==> src/shared/ostd_pkg.sv <==
// constants, types and helpers for the optical limit detector
// assumes one clock domain; samples arrive from same-clock logic
package ostd_pkg;

  localparam int unsigned ADDR_W = 12;
  localparam int unsigned DATA_W = 32;
  localparam int unsigned CODE_W = 20;

  // register indices; byte address is four times the index
  localparam logic [7:0] IDX_STATUS = 8'h00;
  localparam logic [7:0] IDX_SRC = 8'h50;
  localparam logic [7:0] IDX_HYST = 8'h51;
  localparam logic [7:0] IDX_UP1 = 8'h52;
  localparam logic [7:0] IDX_LO1 = 8'h53;
  localparam logic [7:0] IDX_UP2 = 8'h54;
  localparam logic [7:0] IDX_LO2 = 8'h55;
  localparam logic [7:0] IDX_IRQ_EN = 8'h58;

  // values after reset
  localparam logic [7:0] RST_SRC = 8'h00;
  localparam logic [7:0] RST_HYST = 8'h00;
  localparam logic [7:0] RST_UP = 8'hFF;
  localparam logic [7:0] RST_LO = 8'h00;
  localparam logic [7:0] RST_STATUS = 8'h00;
  localparam logic [7:0] RST_IRQ_EN = 8'h00;

  // field positions and writable masks
  localparam int unsigned SRC1_LSB = 0;
  localparam int unsigned SRC2_LSB = 4;
  localparam int unsigned LEVEL_LSB = 0;
  localparam int unsigned TIME_LSB = 3;
  localparam int unsigned CHAN1_BIT = 6;
  localparam int unsigned CHAN2_BIT = 7;
  localparam int unsigned FLAG1_BIT = 1;
  localparam int unsigned FLAG2_BIT = 2;
  localparam logic [7:0] SRC_MASK = 8'h77;
  localparam logic [7:0] HYST_MASK = 8'hDF;
  localparam logic [7:0] FLAG_MASK = 8'h06;

  localparam logic [2:0] SEL_OFF = 3'h0;
  localparam logic [2:0] SEL_RSVD = 3'h7;
  localparam logic [3:0] CNT_MAX = 4'h8;

  typedef enum logic [0:0] {
    OSTD_APB_IDLE = 1'b0,
    OSTD_APB_ACK = 1'b1
  } ostd_apb_state_type;

  // instance on for slot codes 1..6 only
  function automatic logic sel_on(input logic [2:0] s);
    return (s != SEL_OFF) && (s != SEL_RSVD);
  endfunction

  // one limit step is 2048 codes
  function automatic logic [CODE_W:0] limit_code(input logic [7:0] f);
    return {2'b00, f, 11'h000};
  endfunction

  // half of the band magnitude
  function automatic logic [7:0] half_band(input logic [2:0] c);
    if (c == 3'h0) begin
      return 8'h00;
    end
    return 8'h01 << (c - 3'h1);
  endfunction

  // consecutive samples needed before a flag is set
  function automatic logic [3:0] need_count(input logic [1:0] t);
    case (t)
      2'h1: return 4'h2;
      2'h2: return 4'h4;
      2'h3: return 4'h8;
      default: return 4'h1;
    endcase
  endfunction

endpackage

==> src/shared/ostd_cmp_if.sv <==
// settings and result of one limit instance
// settings driven by the register block, hit driven by the compare unit
`timescale 1ns/100ps
interface ostd_cmp_if;
  logic enable;
  logic [2:0] slot;
  logic chan;
  logic [7:0] upper;
  logic [7:0] lower;
  logic [1:0] time_code;
  logic [2:0] level_code;
  logic hit;

  modport ctl (
    output enable, slot, chan, upper, lower, time_code, level_code,
    input hit
  );
  modport unit (
    input enable, slot, chan, upper, lower, time_code, level_code,
    output hit
  );
endinterface

==> src/logic/ostd_limit_unit.sv <==
// one limit instance: compare, count, one-cycle hit pulse
// sample bus comes from same-clock logic, no synchroniser
`timescale 1ns/100ps
module ostd_limit_unit
  import ostd_pkg::*;
(
  // clock, reset, enable
  input wire logic pclk,
  input wire logic presetn,
  input wire logic ce,
  // sample stream
  input wire logic smp_valid,
  input wire logic [2:0] smp_slot,
  input wire logic smp_chan,
  input wire logic [CODE_W-1:0] smp_code,
  // settings and result
  ostd_cmp_if.unit cfg
);

  logic [CODE_W:0] up_lim;
  logic [CODE_W:0] lo_lim;
  logic [CODE_W:0] half;
  logic [CODE_W:0] code_x;
  logic above;
  logic below;
  logic watch;
  logic [3:0] cnt_q;
  logic [3:0] cnt_d;
  logic [3:0] cnt_inc;
  logic hit_q;
  logic hit_d;

  ////////////////////////////////////////////////////////////////////////
  // compare and count
  always_comb begin
    up_lim = limit_code(cfg.upper);
    lo_lim = limit_code(cfg.lower);
    half = {13'h0000, half_band(cfg.level_code)};
    code_x = {1'b0, smp_code};
    // band pushes each trip point outward by half
    above = (cfg.upper != 8'h00) && (code_x > up_lim + half);
    // sum on the sample side avoids underflow
    below = (cfg.lower != 8'h00) && (code_x + half < lo_lim);
    watch = smp_valid && (smp_slot == cfg.slot)
      && (smp_chan == cfg.chan);
    cnt_inc = cnt_q + 4'h1;
    cnt_d = cnt_q;
    hit_d = 1'b0;
    if (!cfg.enable) begin
      cnt_d = 4'h0;
    end else if (watch) begin
      if (above || below) begin
        if (cnt_q != CNT_MAX) begin
          cnt_d = cnt_inc;
        end
        hit_d = (cnt_inc >= need_count(cfg.time_code));
      end else begin
        cnt_d = 4'h0;
      end
    end
  end

  // state registers, frozen while ce is low
  always_ff @(posedge pclk or negedge presetn) begin
    if (!presetn) begin
      cnt_q <= 4'h0;
      hit_q <= 1'b0;
    end else if (ce) begin
      cnt_q <= cnt_d;
      hit_q <= hit_d;
    end
  end

  assign cfg.hit = hit_q;

endmodule // ostd_limit_unit

==> src/logic/ostd_top.sv <==
// dual optical limit detector with APB register access
// apb and sample stream are on pclk; interrupt pin is active low
//
// Local design decision: the APB slave port.
`timescale 1ns/100ps
module ostd_top
  import ostd_pkg::*;
(
  // clock, reset, enable
  input wire logic pclk,
  input wire logic presetn,
  input wire logic ce,
  // apb slave
  input wire logic psel,
  input wire logic penable,
  input wire logic pwrite,
  input wire logic [ADDR_W-1:0] paddr,
  input wire logic [DATA_W-1:0] pwdata,
  output logic pready,
  output logic [DATA_W-1:0] prdata,
  output logic pslverr,
  // converted samples from the sequencer
  input wire logic sample_valid,
  input wire logic [2:0] sample_slot,
  input wire logic sample_chan,
  input wire logic [CODE_W-1:0] sample_code,
  // interrupt pin
  output logic interrupt_out_n
);

  ////////////////////////////////////////////////////////////////////////
  // declarations

  // configuration registers
  logic [7:0] src_q;
  logic [7:0] src_d;
  logic [7:0] hyst_q;
  logic [7:0] hyst_d;
  logic [7:0] up1_q;
  logic [7:0] up1_d;
  logic [7:0] lo1_q;
  logic [7:0] lo1_d;
  logic [7:0] up2_q;
  logic [7:0] up2_d;
  logic [7:0] lo2_q;
  logic [7:0] lo2_d;

  // status and interrupt
  logic [7:0] status_q;
  logic [7:0] status_d;
  logic [7:0] irq_en_q;
  logic [7:0] irq_en_d;
  logic [7:0] flag_set;
  logic [7:0] flag_clr;
  logic irq_n_q;
  logic irq_n_d;

  // bus side
  ostd_apb_state_type state_q;
  ostd_apb_state_type state_d;
  logic pready_q;
  logic pready_d;
  logic [DATA_W-1:0] prdata_q;
  logic [DATA_W-1:0] prdata_d;
  logic pslverr_q;
  logic pslverr_d;

  // address decode
  logic [7:0] idx;
  logic aligned;
  logic mapped;
  logic [7:0] rd_val;
  logic commit;
  logic wr;
  logic [7:0] wbyte;

  // one carrier per instance
  ostd_cmp_if th1 ();
  ostd_cmp_if th2 ();

  ////////////////////////////////////////////////////////////////////////
  // instance settings

  // first instance sits in the low nibble of the source word
  assign th1.enable = sel_on(src_q[SRC1_LSB +: 3]);
  assign th1.slot = src_q[SRC1_LSB +: 3];
  assign th1.chan = hyst_q[CHAN1_BIT];
  assign th1.upper = up1_q;
  assign th1.lower = lo1_q;
  assign th1.time_code = hyst_q[TIME_LSB +: 2];
  assign th1.level_code = hyst_q[LEVEL_LSB +: 3];

  // second instance shares the same count and band fields
  assign th2.enable = sel_on(src_q[SRC2_LSB +: 3]);
  assign th2.slot = src_q[SRC2_LSB +: 3];
  assign th2.chan = hyst_q[CHAN2_BIT];
  assign th2.upper = up2_q;
  assign th2.lower = lo2_q;
  assign th2.time_code = hyst_q[TIME_LSB +: 2];
  assign th2.level_code = hyst_q[LEVEL_LSB +: 3];

  ////////////////////////////////////////////////////////////////////////
  // compare units

  ostd_limit_unit u_first (
    .pclk(pclk),
    .presetn(presetn),
    .ce(ce),
    .smp_valid(sample_valid),
    .smp_slot(sample_slot),
    .smp_chan(sample_chan),
    .smp_code(sample_code),
    .cfg(th1)
  );

  ostd_limit_unit u_second (
    .pclk(pclk),
    .presetn(presetn),
    .ce(ce),
    .smp_valid(sample_valid),
    .smp_slot(sample_slot),
    .smp_chan(sample_chan),
    .smp_code(sample_code),
    .cfg(th2)
  );

  ////////////////////////////////////////////////////////////////////////
  // address decode and read mux

  // only word aligned addresses of the 8-bit index space decode
  always_comb begin
    idx = paddr[9:2];
    aligned = (paddr[1:0] == 2'b00) && (paddr[ADDR_W-1:10] == 2'b00);
    mapped = 1'b1;
    rd_val = 8'h00;
    case (idx)
      IDX_STATUS: rd_val = status_q;
      IDX_SRC: rd_val = src_q;
      IDX_HYST: rd_val = hyst_q;
      IDX_UP1: rd_val = up1_q;
      IDX_LO1: rd_val = lo1_q;
      IDX_UP2: rd_val = up2_q;
      IDX_LO2: rd_val = lo2_q;
      IDX_IRQ_EN: rd_val = irq_en_q;
      default: mapped = 1'b0;
    endcase
    if (!aligned) begin
      mapped = 1'b0;
      rd_val = 8'h00;
    end
  end

  ////////////////////////////////////////////////////////////////////////
  // apb handshake

  // one wait state: ready rises one edge into the access phase,
  // which keeps read data and the error flag on flops
  always_comb begin
    state_d = state_q;
    pready_d = 1'b0;
    prdata_d = prdata_q;
    pslverr_d = 1'b0;
    case (state_q)
      OSTD_APB_IDLE: begin
        if (psel && penable) begin
          state_d = OSTD_APB_ACK;
          pready_d = 1'b1;
          pslverr_d = !mapped;
          prdata_d = pwrite ? '0 : {24'h000000, rd_val};
        end
      end
      OSTD_APB_ACK: begin
        state_d = OSTD_APB_IDLE;
      end
      default: begin
        state_d = OSTD_APB_IDLE;
      end
    endcase
  end

  // the write lands on the same edge the master sees ready
  assign commit = psel && penable && pready_q;
  assign wr = commit && pwrite && mapped;
  assign wbyte = pwdata[7:0];

  ////////////////////////////////////////////////////////////////////////
  // register writes

  // reserved bits are masked so they always read zero
  always_comb begin
    src_d = src_q;
    hyst_d = hyst_q;
    up1_d = up1_q;
    lo1_d = lo1_q;
    up2_d = up2_q;
    lo2_d = lo2_q;
    irq_en_d = irq_en_q;
    if (wr) begin
      case (idx)
        IDX_SRC: src_d = wbyte & SRC_MASK;
        IDX_HYST: hyst_d = wbyte & HYST_MASK;
        IDX_UP1: up1_d = wbyte;
        IDX_LO1: lo1_d = wbyte;
        IDX_UP2: up2_d = wbyte;
        IDX_LO2: lo2_d = wbyte;
        IDX_IRQ_EN: irq_en_d = wbyte & FLAG_MASK;
        default: ;
      endcase
    end
  end

  ////////////////////////////////////////////////////////////////////////
  // sticky flags and interrupt pin

  // a hit in the clearing cycle survives: set wins over clear
  always_comb begin
    flag_set = 8'h00;
    flag_set[FLAG1_BIT] = th1.hit;
    flag_set[FLAG2_BIT] = th2.hit;
    flag_clr = 8'h00;
    if (wr && (idx == IDX_STATUS)) begin
      flag_clr = wbyte & FLAG_MASK;
    end
    status_d = ((status_q & ~flag_clr) | flag_set) & FLAG_MASK;
    // next values feed the pin so it tracks with no extra lag
    irq_n_d = !(|(status_d & irq_en_d));
  end

  ////////////////////////////////////////////////////////////////////////
  // registers

  // configuration words
  always_ff @(posedge pclk or negedge presetn) begin
    if (!presetn) begin
      src_q <= RST_SRC;
      hyst_q <= RST_HYST;
      up1_q <= RST_UP;
      lo1_q <= RST_LO;
      up2_q <= RST_UP;
      lo2_q <= RST_LO;
      irq_en_q <= RST_IRQ_EN;
    end else if (ce) begin
      src_q <= src_d;
      hyst_q <= hyst_d;
      up1_q <= up1_d;
      lo1_q <= lo1_d;
      up2_q <= up2_d;
      lo2_q <= lo2_d;
      irq_en_q <= irq_en_d;
    end
  end

  // status and pin
  always_ff @(posedge pclk or negedge presetn) begin
    if (!presetn) begin
      status_q <= RST_STATUS;
      irq_n_q <= 1'b1;
    end else if (ce) begin
      status_q <= status_d;
      irq_n_q <= irq_n_d;
    end
  end

  // bus answer; ce also stalls the bus, so keep it high
  // while software is active
  always_ff @(posedge pclk or negedge presetn) begin
    if (!presetn) begin
      state_q <= OSTD_APB_IDLE;
      pready_q <= 1'b0;
      prdata_q <= '0;
      pslverr_q <= 1'b0;
    end else if (ce) begin
      state_q <= state_d;
      pready_q <= pready_d;
      prdata_q <= prdata_d;
      pslverr_q <= pslverr_d;
    end
  end

  ////////////////////////////////////////////////////////////////////////
  // outputs

  assign pready = pready_q;
  assign prdata = prdata_q;
  assign pslverr = pslverr_q;
  assign interrupt_out_n = irq_n_q;

endmodule // ostd_top

==> config.mk <==
export PLATFORM = sky130hd
export DESIGN_NAME = ostd_top
export DESIGN_NICKNAME = d
export VERILOG_FILES = /design/src/shared/ostd_pkg.sv /design/src/shared/ostd_cmp_if.sv /design/src/logic/ostd_limit_unit.sv /design/src/logic/ostd_top.sv
export SDC_FILE = /design/constraint.sdc
export NUM_CORES = 1
export LEC_CHECK = 0
export BUFFER_PORTS_ARGS = -buffer_cell sky130_fd_sc_hd__buf_2
export CAP_MARGIN = 0
export CORE_MARGIN = 5
export CORE_UTILIZATION = 40
export DETAILED_ROUTE_END_ITERATION = 10
export HOLD_SLACK_MARGIN = 0.12
export PLACE_DENSITY = 0.61
export SYNTH_ARGS = -nofsm -noshare
export SYNTH_HDL_FRONTEND = slang
export SYNTH_HIERARCHICAL = 1
export SYNTH_SLANG_ARGS = --single-unit
==> constraint.sdc <==
create_clock -name pclk -period 4 [get_ports pclk]
set_input_delay 0 -clock pclk [delete_from_list [all_inputs] [get_ports pclk]]
set_output_delay 0 -clock pclk [all_outputs]
set_load 0.02 [all_outputs]
Yosys cells after proc, flatten, opt, wreduce, memory -nomap -nowiden. Index checks and enable logic that the tools add are counted.

Equality and inequality tests: 22. Shift-type cells: 1. Reductions and logical operators: 41. Magnitude comparators: 6. Mux-type cells: 37. Bitwise gates (word level): 5. $add $sub $neg: 6.

Operator list (number): $pmux 8 s8 (1); $eq 8x7->1 const B (7); $mux 4 (14); $mux 8 (6); $gt 20x21->1 (2); $lt 21x19->1 (2); $add 19x8->20 (2); $reduce_bool 8->1 (4); $reduce_and 3->1 (9); $add 20x8->21 (1); $logic_and 1x1->1 (16); $reduce_or 8->1 (2); $mux 1 (13); $ne 3x3->1 const B (4); $pmux 4 s3 (1); $add 4x1->4 const B (2); $and 3x8->8 (1); $ge 4x4->1 (2); $logic_not 8->1 (1); $ne 4x4->1 const B (2); $shl 1x3->8 const A (1); $eq 3x3->1 (2); $reduce_bool 3->1 (2); $eq 2x2->1 const B (2); 14 further kinds (19).

Flip-flop bits (word level): 101. Bits of input ports: 75. Logic and storage cells: 135.

Longest topological paths before layout. Gate-level depths: netlist of run 1.

Word-level depth: 14. Depth in mapped cells: 19. Gate-level depth less buffers: 19.

Modules after synthesis. The synthesis of run 1 kept the hierarchy.

By module, submodules not included: ostd_top (cells an instance 257, times used 1, area an instance 3178.0 um2); ostd_limit_unit at u_second (cells an instance 208, times used 1, area an instance 1609.0 um2); ostd_limit_unit at u_first (cells an instance 199, times used 1, area an instance 1589.0 um2).

Worst setup path after synthesis of run 1. No wires, ideal clock.

Path type: flip-flop to flip-flop. Start point: register hyst_q[1]. End point: register u_first.cnt_q[0]. Cell stages (with the launch flop): 16. Library setup time: 82 ps. Clock period less this slack: 4240 ps. Slack: -240 ps. Arrival time: 4159 ps. Data required time: 3918 ps. Buffers on the path: 0. Cells stage by stage: dfrtp_1 -> or3b_2 -> ha_1 -> nor3b_2 -> o311ai_4 -> nand3_2 -> or4b_2 -> xnor2_1 -> ha_1 -> a221o_1 -> nand3b_4 -> a311oi_2 -> o31ai_2 -> a211oi_4 -> nor2_2 -> a31oi_1.

Word-level cells in the longest chain between the ends: 10. Elaborated cells on any way between the ends: 17. Those cells by class: add/sub (3); order compare (2); eq/ne (1); shift (1); mux (5); reduce/logical (5).

Ends and longest elaborated chain: start: declaration (RTL line ostd_top.sv:37) `logic [7:0] hyst_q;`; start signal: assignment (RTL line ostd_top.sv:244) `hyst_q <= hyst_d;`; $sub 3x1->3 / $logic_not 3->1 (equally long branches) (RTL line ostd_pkg.sv:64, ostd_pkg.sv:61); $shl 1x3->8 / $mux 1 (equally long branches) (RTL line ostd_pkg.sv:64, ostd_pkg.sv:61); $mux 8 (*) (RTL line ostd_pkg.sv:64) `return 8'h01 << (c - 3'h1);`; $add 20x8->21 / $add 19x8->20 (equally long branches) (RTL line ostd_limit_unit.sv:43, ostd_limit_unit.sv:41); $lt 21x19->1 / $gt 20x21->1 (equally long branches) (RTL line ostd_limit_unit.sv:43, ostd_limit_unit.sv:41); $logic_and 1x1->1 (on tied branches) (RTL line ostd_limit_unit.sv:43, ostd_limit_unit.sv:41); $logic_or 1x1->1 (*) (RTL line ostd_limit_unit.sv:52) `if (above || below) begin`; $mux 4 (RTL line ostd_limit_unit.sv:52); $mux 4 (RTL line ostd_limit_unit.sv:51) `end else if (watch) begin`; $mux 4 (RTL line ostd_limit_unit.sv:49) `if (!cfg.enable) begin`; end signal: assignment (RTL line ostd_limit_unit.sv:69) `cnt_q <= cnt_d;`; end: declaration (RTL line ostd_limit_unit.sv:27) `logic [3:0] cnt_q;`.

Mark *: on every way between the ends. The rest lies on a longest branch, timed or not. The select of a mux whose other input is x is not followed. A chain may end at the register's enable or synchronous reset.

Final worst setup path of run 1. Same ends and word-level chain as after synthesis.

==> impl_metrics.yaml, run 1 <==
run_status:
  status: "complete, but fails checks"
  violations: "negative setup slack"
synth:
  netlist.area_leader.share_pct: 20.8
  synth-xor-area-share_pct: 2.47
  yosys.area_share.simple_pct: 20.4
  synthCells: 664
  synth_top_area_cell: "dfrtp_1"
  syn_area_um2: 6380
  ys_seq_area_share_pct: 27.8
  yosysWarnings: 6
  avgSynthCellArea_um2: 9.60
  synth-edff-count: 0
  synth_top_family_by_area: "simple AND/OR/NAND/NOR gates"
  synth_common_cells: "ha_1 (74), inv_1 (67), dfrtp_1 (53), mux2_2 (49), nand2_1 (36)"
  synthAdderAreaFrac_pct: 14.5
  yosysUniqueCellTypes: 92
  synth_compound_area_share_pct: 15.5
  synth.area.top_cells: "dfrtp_1 (21%), ha_1 (15%), mux2_2 (8.7%)"
  ys.flop_type: "dfrtp_1"
  synthMuxAreaShare_pct: 11.7
  ys_ff_latch: 70
  async_flop_share_pct: 100
  yosysMostFrequentCell: "ha_1"
place:
  placedCellCount: 958
  hpwl_um: 14000
  io_buffers: 61
  routabilityCongestion: 0.913
timing:
  tightest_slew_ns: 0.826
  rsz0062_at_grt: "yes"
  slew_headroom_pct: 44.3
  period_needed_ns: 4.10
  fin_hold_ws_ns: 0.115
  fin_ws_ns: -0.0965
  setup_viol: 5
  skew_ns: 0.00840
  fin_crit_sh_pct: 102
  hold_violations: 0
  fmax_mhz: 244
  slew_viol_final: 0
final_layout:
  final_nets: 924
  syn_to_final_growth_pct: 22.0
  fillCellCount: 1499
  fin_cells: 996
  drive_gt1_share_pct: 33.5
  antenna-diode-count: 0
global_route:
  grt_remaining_overflow: 0
  grt_first_pass_wirelength_um: 28100
  antenna_found_initial: 0
  grt_pass1_vias: 5493
  grt_max_degree: 53
  grt_usage_pct: 19.3
floorplanning:
  pin_count: 110
  dieArea_um2: 18600
  rows: 46
  die_y_um: 136
  core_um2: 15800
  start_util_pct: 40.4
  die_w_um: 136
clock_network:
  clock_path_buffers: 2
  h-tree-depth: 3
  clock-root-buffer: "clkbuf_16"
  clk_pin_slew_ns: 0.06
  cts-buffers-inserted: 9
  clock_latency_ns: 0.34
  cts_tree: "yes"
  clock_sinks: 70
drt:
  drc: 0
  maxUsedRoutingLayer: "met4"
  wl_met2_um: 8790
  drtIter0Drc: 278
  wl_per_cell_um: 17.9
  m1WireLength_um: 7650
  postRouteAntennaNets: 0
  firstDrtPassIters: 5
  met3_length_um: 1030
  detail_route.vias_per_cell: 5.49
  vias: 5469
  finalWirelength_um: 17800
job:
  cap_violations: 0
power:
  vdd_drop_max_mv: 0.208
  finalPower_mw: 1.78
  power.leakage_nw: 3.55
  p_per_area_nw_per_um2: 228
critical_path:
  crit_path_start_kind: "flop"
  path_class: "reg2reg"
  reg2reg_slack_ns: -0.1
  crit_fanout: 4
  end_kind: "flop"
  worstPathArrival_ns: 4.35
  required_ns: 4.26
worst_hold_path:
  hp-class: "in2reg"
[per-layer routing]
layer / GRT usage, % / up-vias
met4: 5.32 / 0
met5: 0 / -
met2: 32.7 / 175
li1: - / 2599
met1: 25.0 / 2663
met3: 4.00 / 32
[worst paths after layout]
kind	startpoint	endpoint	cells after the start
max in group asynchronous	presetn	hyst_q[2]	3
worst min register to register	interrupt_out_n	interrupt_out_n	1
worst max-delay path	hyst_q[1]	u_first/cnt_q[0]	16
min in group asynchronous	presetn	u_second/cnt_q[3]	2
worst max register to register	hyst_q[1]	u_first/cnt_q[0]	16
worst min-delay path	sample_valid	u_first/cnt_q[2]	4
[flip-flops by register name, summed over array words and instances (netlist names)]
name	cells
lo1_q	8
lo2_q	8
prdata	8
th1.upper	8
th2.upper	8
hyst_q	7
src_q	6
u_first/cnt_q	4
u_second/cnt_q	4
irq_en_q	2
status_q	2
interrupt_out_n	1
pslverr	1
state_q	1
u_first/cfg.hit	1
u_second/cfg.hit	1
[what timing repair did]
action,CTS,global route
endpoints found under the setup margin,8,10
pin swaps,17,10
gates resized for setup,14,31
hold buffers,13,0
cloned,0,1
hold endpoints to repair,73,0
setup buffers,2,6
[stage by stage]
| step | cell area [um^2] | util (%) | worst slack (ns) | TNS (ns) |
|---|---|---|---|---|
| after floorplan | 6510 | - | 0.0783 | 0 |
| after global placement | 7060 | 44.8 | -0.234 | -1.02 |
| after detailed placement | 7060 | 44.8 | -0.249 | -1.12 |
| after CTS | 7560 | 47.9 | -0.102 | -0.415 |
| after global routing | 7780 | 49.3 | -0.262 | -1.46 |
| final | 7780 | 49.3 | -0.0965 | -0.447 |
[cells in the final DEF (no fill, tap or decap), drive strengths merged, types with 9 or more instances in the layout]
cell type,count
inv,67
nor2b,13
xnor2,15
ha,74
nand3,25
a21o,12
a21oi,24
nor4,14
nand2,36
conb,28
dfstp,17
dfrtp,53
mux2,49
nand2b,15
nor2,32
clkbuf,12
dlygate4sd3,13
a211oi,9
o21ai,21
nor3,13
buf,96
nand4,10
[area by class of cell]
type                    instances  area [um^2]  share of cell area [%]
flip-flops and latches         70         1780                    22.8
inverters                      67          251                    3.23
multi-input cells             518         4480                    57.6
clock buffers                  12          256                    3.30
clock inverters                 4         22.5                   0.290
repair buffers                109          721                    9.27
well taps                     216          270                    3.47
[logic make-up (layout without fill, tap and decap cells)]
kind of cell	Yosys count	in the layout
multiplexers	62	62
adder cells (fa/ha/maj)	74	74
buffers and inverters	99	192
AND/OR/NAND/NOR	209	209
other	5	28
flip-flops	70	70
XOR/XNOR	18	18
AO/OA/AOI/OAI	127	127
[worst max-delay path: stages, from the launching register on]
cell and delay [ns]:
dfrtp_2 0.40, buf_6 0.10, or3b_4 0.40, ha_4 0.27, nor3b_4 0.21, o311ai_4 0.11
nand3_2 0.10, or4b_4 0.47, xnor2_2 0.15, ha_1 0.29, a221o_1 0.34, nand3b_4 0.20
nor4bb_4 0.34, o31ai_4 0.13, a211oi_4 0.33, nor2_2 0.05, a31oi_1 0.14
[where the power goes]
| part | leakage, nW | internal (mW) | switching [mW] |
|---|---|---|---|
| clock network | 0.138 | 0.451 | 0.311 |
| logic | 2.51 | 0.109 | 0.178 |
| registers | 0.901 | 0.719 | 0.00841 |
Power figures use the tool's default switching activity.
==> inputs of run 2 (changes only) <==
--- a/config.mk
+++ b/config.mk
@@ -12,6 +12,7 @@
 export DETAILED_ROUTE_END_ITERATION = 10
 export HOLD_SLACK_MARGIN = 0.12
 export PLACE_DENSITY = 0.61
+export SETUP_SLACK_MARGIN = 0.5
 export SYNTH_ARGS = -nofsm -noshare
 export SYNTH_HDL_FRONTEND = slang
 export SYNTH_HIERARCHICAL = 1
==> run 2 against run 1 <==
Compared with the run above:
- the flow still finishes with violations (negative setup slack)
- final cell count decreased by 0.70%
- sequential share of layout area increased by 0.15 points
- clock power up 23%
- global-route usage shrank 0.22 points
- via count is 0.57% lower
- critical path depth is 1 lower
- count of clock-buffer cells in the layout decreased by 3
- register-to-register slack better by 0.03 ns
- maximum frequency grew 0.80%
- wire length barely moved
- highest routed layer unchanged
==> impl_metrics.yaml, run 2 (synthesis results as in run 1) <==
power:
  vdd_drop_max_mv: 0.203
  power.leakage_nw: 3.53
  p_per_area_nw_per_um2: 252
  finalPower_mw: 1.95
clock_network:
  clock-root-buffer: "clkbuf_16"
  clk_pin_slew_ns: 0.06
  clock_path_buffers: 2
  clock_sinks: 70
  cts_tree: "yes"
  h-tree-depth: 3
  cts-buffers-inserted: 9
  clock_latency_ns: 0.34
critical_path:
  crit_path_start_kind: "flop"
  worstPathArrival_ns: 4.32
  required_ns: 4.25
  crit_fanout: 4
  path_class: "reg2reg"
  end_kind: "flop"
floorplanning:
  core_um2: 15800
  dieArea_um2: 18600
  die_w_um: 136
  start_util_pct: 40.4
  pin_count: 110
  rows: 46
  die_y_um: 136
global_route:
  grt_usage_pct: 19.1
  antenna_found_initial: 0
  grt_first_pass_wirelength_um: 27800
  grt_remaining_overflow: 0
  grt_pass1_vias: 5423
  grt_max_degree: 45
timing:
  tns_ns: -0.114
  hold_violations: 0
  period_needed_ns: 4.06
  skew_ns: 0.00747
  fmax_mhz: 246
  slew_headroom_pct: 32.2
  slew_viol_final: 0
  fin_crit_sh_pct: 102
  tightest_slew_ns: 1.02
  setup_viol: 5
  rsz0062_at_grt: "yes"
  fin_ws_ns: -0.0640
final_layout:
  final_nets: 917
  layout_common_cells: "ha_1 (68), inv_1 (67), buf_2 (61)"
  stdcell_area_um2: 7730
  drive_gt1_share_pct: 31.6
  fin_util_pct: 49.0
  antenna-diode-count: 0
  syn_to_final_growth_pct: 21.2
  fillCellCount: 1493
  mostFrequentLayoutCell: "ha_1"
place:
  pre_cts_ws_ns: -0.187
  io_buffers: 61
  placed_area_um2: 7080
  hpwl_um: 14000
  routabilityCongestion: 0.846
job:
  cap_violations: 0
drt:
  finalWirelength_um: 17800
  vias: 5438
  firstDrtPassIters: 5
  postRouteAntennaNets: 0
  detail_route.vias_per_cell: 5.50
  wl_per_cell_um: 18.0
  drtIter0Drc: 396
  drc: 0
run_status:
  status: "complete, but fails checks"
  violations: "negative setup slack"
worst_hold_path:
  hp-class: "in2reg"
-- run 2: path summary, 6_finish.rpt --
| path | startpoint | slack (ns) | endpoint | cells past startpoint |
|---|---|---|---|---|
| min | sample_valid | 0.14 | u_first/cnt_q[2] | 4 |
| min in group asynchronous | presetn | 0.38 | irq_en_q[2] | 2 |
| min reg2reg | interrupt_out_n | 0.48 | interrupt_out_n | 1 |
| max reg2reg | hyst_q[2] | -0.06 | u_first/cnt_q[0] | 15 |
| max | hyst_q[2] | -0.06 | u_first/cnt_q[0] | 15 |
| max in group asynchronous | presetn | 2.64 | th1.upper[4] | 3 |
-- run 2: final cells by class --
type	count	area (um^2)	share of cell area, %
multi-input cells	518	4410	57.1
clock buffers	9	225	2.91
clock inverters	7	123	1.59
repair buffers	102	672	8.69
inverters	67	251	3.25
flip-flops and latches	70	1780	23.0
well taps	216	270	3.50
-- run 2: timing repair --
item,4_1_cts,5_1_grt
hold buffers,13,0
setup buffers,8,2
pin swaps,12,8
hold endpoints to repair,92,0
endpoints found under the setup margin,10,10
gates resized for setup,12,12
-- run 2: critical path, cell delays in order, from the launching register on --
cell      delay [ns]
dfrtp_2         0.44
or3b_4          0.43
ha_4            0.23
nor3b_4         0.20
o311ai_4        0.12
nand3_2         0.11
or4b_4          0.47
xnor2_1         0.14
ha_1            0.31
a221o_1         0.35
nand3b_4        0.19
nor4bb_4        0.32
o31ai_4         0.13
a211oi_4        0.32
nor2_2          0.05
a31oi_1         0.17
-- run 2: stage by stage --
stage               cells  hold slack [ns]
finish                989            0.138
global route          989            0.160
CTS                   987            0.131
detailed placement    950            0.229
global placement      950            0.228
floorplan             687           -0.296
-- run 2: power breakdown --
part	internal [mW]	switching [mW]	total, mW	leakage [nW]
registers	0.719	0.00842	0.727	0.901
clock network	0.611	0.324	0.935	0.162
logic	0.105	0.178	0.283	2.47
-- run 2: routing by layer --
metal  part of all wire, %  track usage [%]  vias up
li1                      -                -     2584
met3                   4.0             2.81       31
met5                     0                0        -
met2                    49             32.7      148
met4                   2.3             6.38        0
met1                    44             24.6     2675
==> inputs of run 3 (changes only) <==
--- a/config.mk
+++ b/config.mk
@@ -5,12 +5,12 @@
 export SDC_FILE = /design/constraint.sdc
 export NUM_CORES = 1
 export LEC_CHECK = 0
-export BUFFER_PORTS_ARGS = -buffer_cell sky130_fd_sc_hd__buf_2
+export BUFFER_PORTS_ARGS = -buffer_cell sky130_fd_sc_hd__buf_4
 export CAP_MARGIN = 0
 export CORE_MARGIN = 5
 export CORE_UTILIZATION = 40
 export DETAILED_ROUTE_END_ITERATION = 10
-export HOLD_SLACK_MARGIN = 0.12
+export HOLD_SLACK_MARGIN = 0.02
 export PLACE_DENSITY = 0.61
 export SETUP_SLACK_MARGIN = 0.5
 export SYNTH_ARGS = -nofsm -noshare
==> run 3 against run 2 <==
Compared with the run above:
- critical path type unchanged
- sequential power about the same
- first-iteration DRC count decreased by 23%
- non-clock buffer count decreased by 5
- largest cell class unchanged
- maximum frequency increased by 0.32%
- wire length decreased by 0.47%
- global-route usage increased by 0.31 points
- the run still ends with negative setup slack left
==> impl_metrics.yaml, run 3 (synthesis results as in run 1) <==
timing:
  hold_violations: 0
  fin_crit_sh_pct: 101
  tightest_slew_ns: 0.914
  skew_ns: 0.0107
  rsz0062_at_grt: "yes"
  fin_ws_ns: -0.0510
  fmax_mhz: 247
  setup_viol: 4
  slew_headroom_pct: 39.1
  slew_viol_final: 0
  tns_ns: -0.162
  period_needed_ns: 4.05
run_status:
  violations: "negative setup slack"
  status: "complete, but fails checks"
floorplanning:
  core_um2: 15800
  die_w_um: 136
  rows: 46
  die_y_um: 136
  pin_count: 110
  start_util_pct: 40.4
  dieArea_um2: 18600
power:
  p_comb_share_pct: 15.4
  p_per_area_nw_per_um2: 245
  sequentialPowerShare_pct: 38.1
  switching_share_pct: 25.8
  power.leakage_nw: 3.53
  vdd_drop_max_mv: 0.192
  clkPwrFrac_pct: 46.5
  cell_internal_pwr_mw: 1.42
  switching_power_mw: 0.492
final_layout:
  stdcell_area_um2: 7810
  mostFrequentLayoutCell: "buf_4"
  antenna-diode-count: 0
  final_nets: 912
  syn_to_final_growth_pct: 22.4
  layout_common_cells: "buf_4 (85), ha_1 (68), inv_1 (67)"
  drive_gt1_share_pct: 30.6
place:
  hpwl_um: 14000
  io_buffers: 61
  routabilityCongestion: 0.835
  placed_area_um2: 7250
  pre_cts_ws_ns: -0.111
worst_hold_path:
  hp-class: "in2reg"
clock_network:
  clock_sinks: 70
  clk_pin_slew_ns: 0.06
  cts-buffers-inserted: 9
  clock_latency_ns: 0.34
  h-tree-depth: 3
  cts_tree: "yes"
  clock_path_buffers: 2
  clock-root-buffer: "clkbuf_16"
critical_path:
  rr_worst_depth: 15
  reg2reg_slack_ns: -0.05
  path_class: "reg2reg"
  crit_fanout: 4
  worstSetupEndpoint: "u_first/cnt_q[3]"
  crit_path_start_kind: "flop"
  end_kind: "flop"
  rr_startpoint: "hyst_q[2]"
  critPathLaunch: "hyst_q[2]"
  rr_endpoint: "u_first/cnt_q[3]"
  required_ns: 4.26
  worstPathArrival_ns: 4.31
global_route:
  grt_pass1_vias: 5326
  grt_usage_pct: 19.4
  grt_first_pass_wirelength_um: 28100
  antenna_found_initial: 0
  grt_max_degree: 71
  grt_remaining_overflow: 0
drt:
  detail_route.vias_per_cell: 5.48
  drtIter0Drc: 305
  wl_per_cell_um: 18.0
  finalWirelength_um: 17700
  postRouteAntennaNets: 0
  drc: 0
  firstDrtPassIters: 5
  vias: 5397
job:
  cap_violations: 0
==> run 3: worst min path at each step <==
stage,start,end,slack [ns],cells after the start
global placement,presetn,status_q[2],0.18,1
detailed placement,presetn,state_q,0.19,1
global route,pwrite,prdata[3],0.07,3
finish,pwrite,prdata[3],0.06,3
CTS,pwrite,prdata[3],0.05,3
floorplan,presetn,hyst_q[0],-0.30,0
==> run 3: critical path: stages, from the launching register on <==
cell       delay [ns]
dfrtp_2          0.43
or3b_4           0.42
ha_4             0.24
nor3b_4          0.23
o311ai_4         0.13
nand3_2          0.11
or4b_4           0.46
xnor2_1          0.14
ha_1             0.29
a221o_1          0.35
nand3b_4         0.19
nor4bb_4         0.32
o31ai_4          0.12
a211oi_4         0.33
a2bb2oi_1        0.11
o21ai_1          0.09
==> run 3: power groups by stage <==
stage | combinational [mW] | clock [mW] | sequential, mW
detailed placement | 0.279 | 0 | 0.738
floorplan | 0.160 | 0 | 0.740
global route | 0.325 | 0.928 | 0.728
finish | 0.294 | 0.889 | 0.727
global placement | 0.271 | 0 | 0.739
CTS | 0.289 | 0.905 | 0.727
==> run 3: cell type report <==
| class | count | area, um^2 |
|---|---|---|
| multi-input cells | 518 | 4400 |
| fillers | 1480 | 7960 |
| flip-flops and latches | 70 | 1780 |
| clock inverters | 3 | 67.6 |
| repair buffers | 97 | 778 |
| clock buffers | 13 | 260 |
| well taps | 216 | 270 |
| inverters | 67 | 251 |
==> run 3: repair_timing <==
action                                 4_1_cts  5_1_grt
pin swaps                                    6        3
resized for setup                            7        8
buffers inserted                             4        2
setup endpoints to repair                   10       10
endpoints found under the hold margin       98        0
hold buffers                                10        0
==> run 3: metrics by stage <==
stage                     hold WS, ns  std cells  utilization, %  power, mW
final                          0.0583        984            49.5       1.91
after global routing           0.0704        984            49.5       1.98
after CTS                      0.0456        982            49.1       1.92
after detailed placement        0.191        952            46.0       1.02
after global placement          0.178        952            46.0       1.01
after floorplan                -0.296        687               -      0.901
==> run 3: layer usage <==
metal | GRT usage, % | vias up | wire (um)
met5 | 0 | - | 0
met3 | 3.85 | 27 | 910
met1 | 25.8 | 2654 | 7970
met4 | 5.71 | 0 | 308
met2 | 31.9 | 142 | 8560
li1 | - | 2574 | -
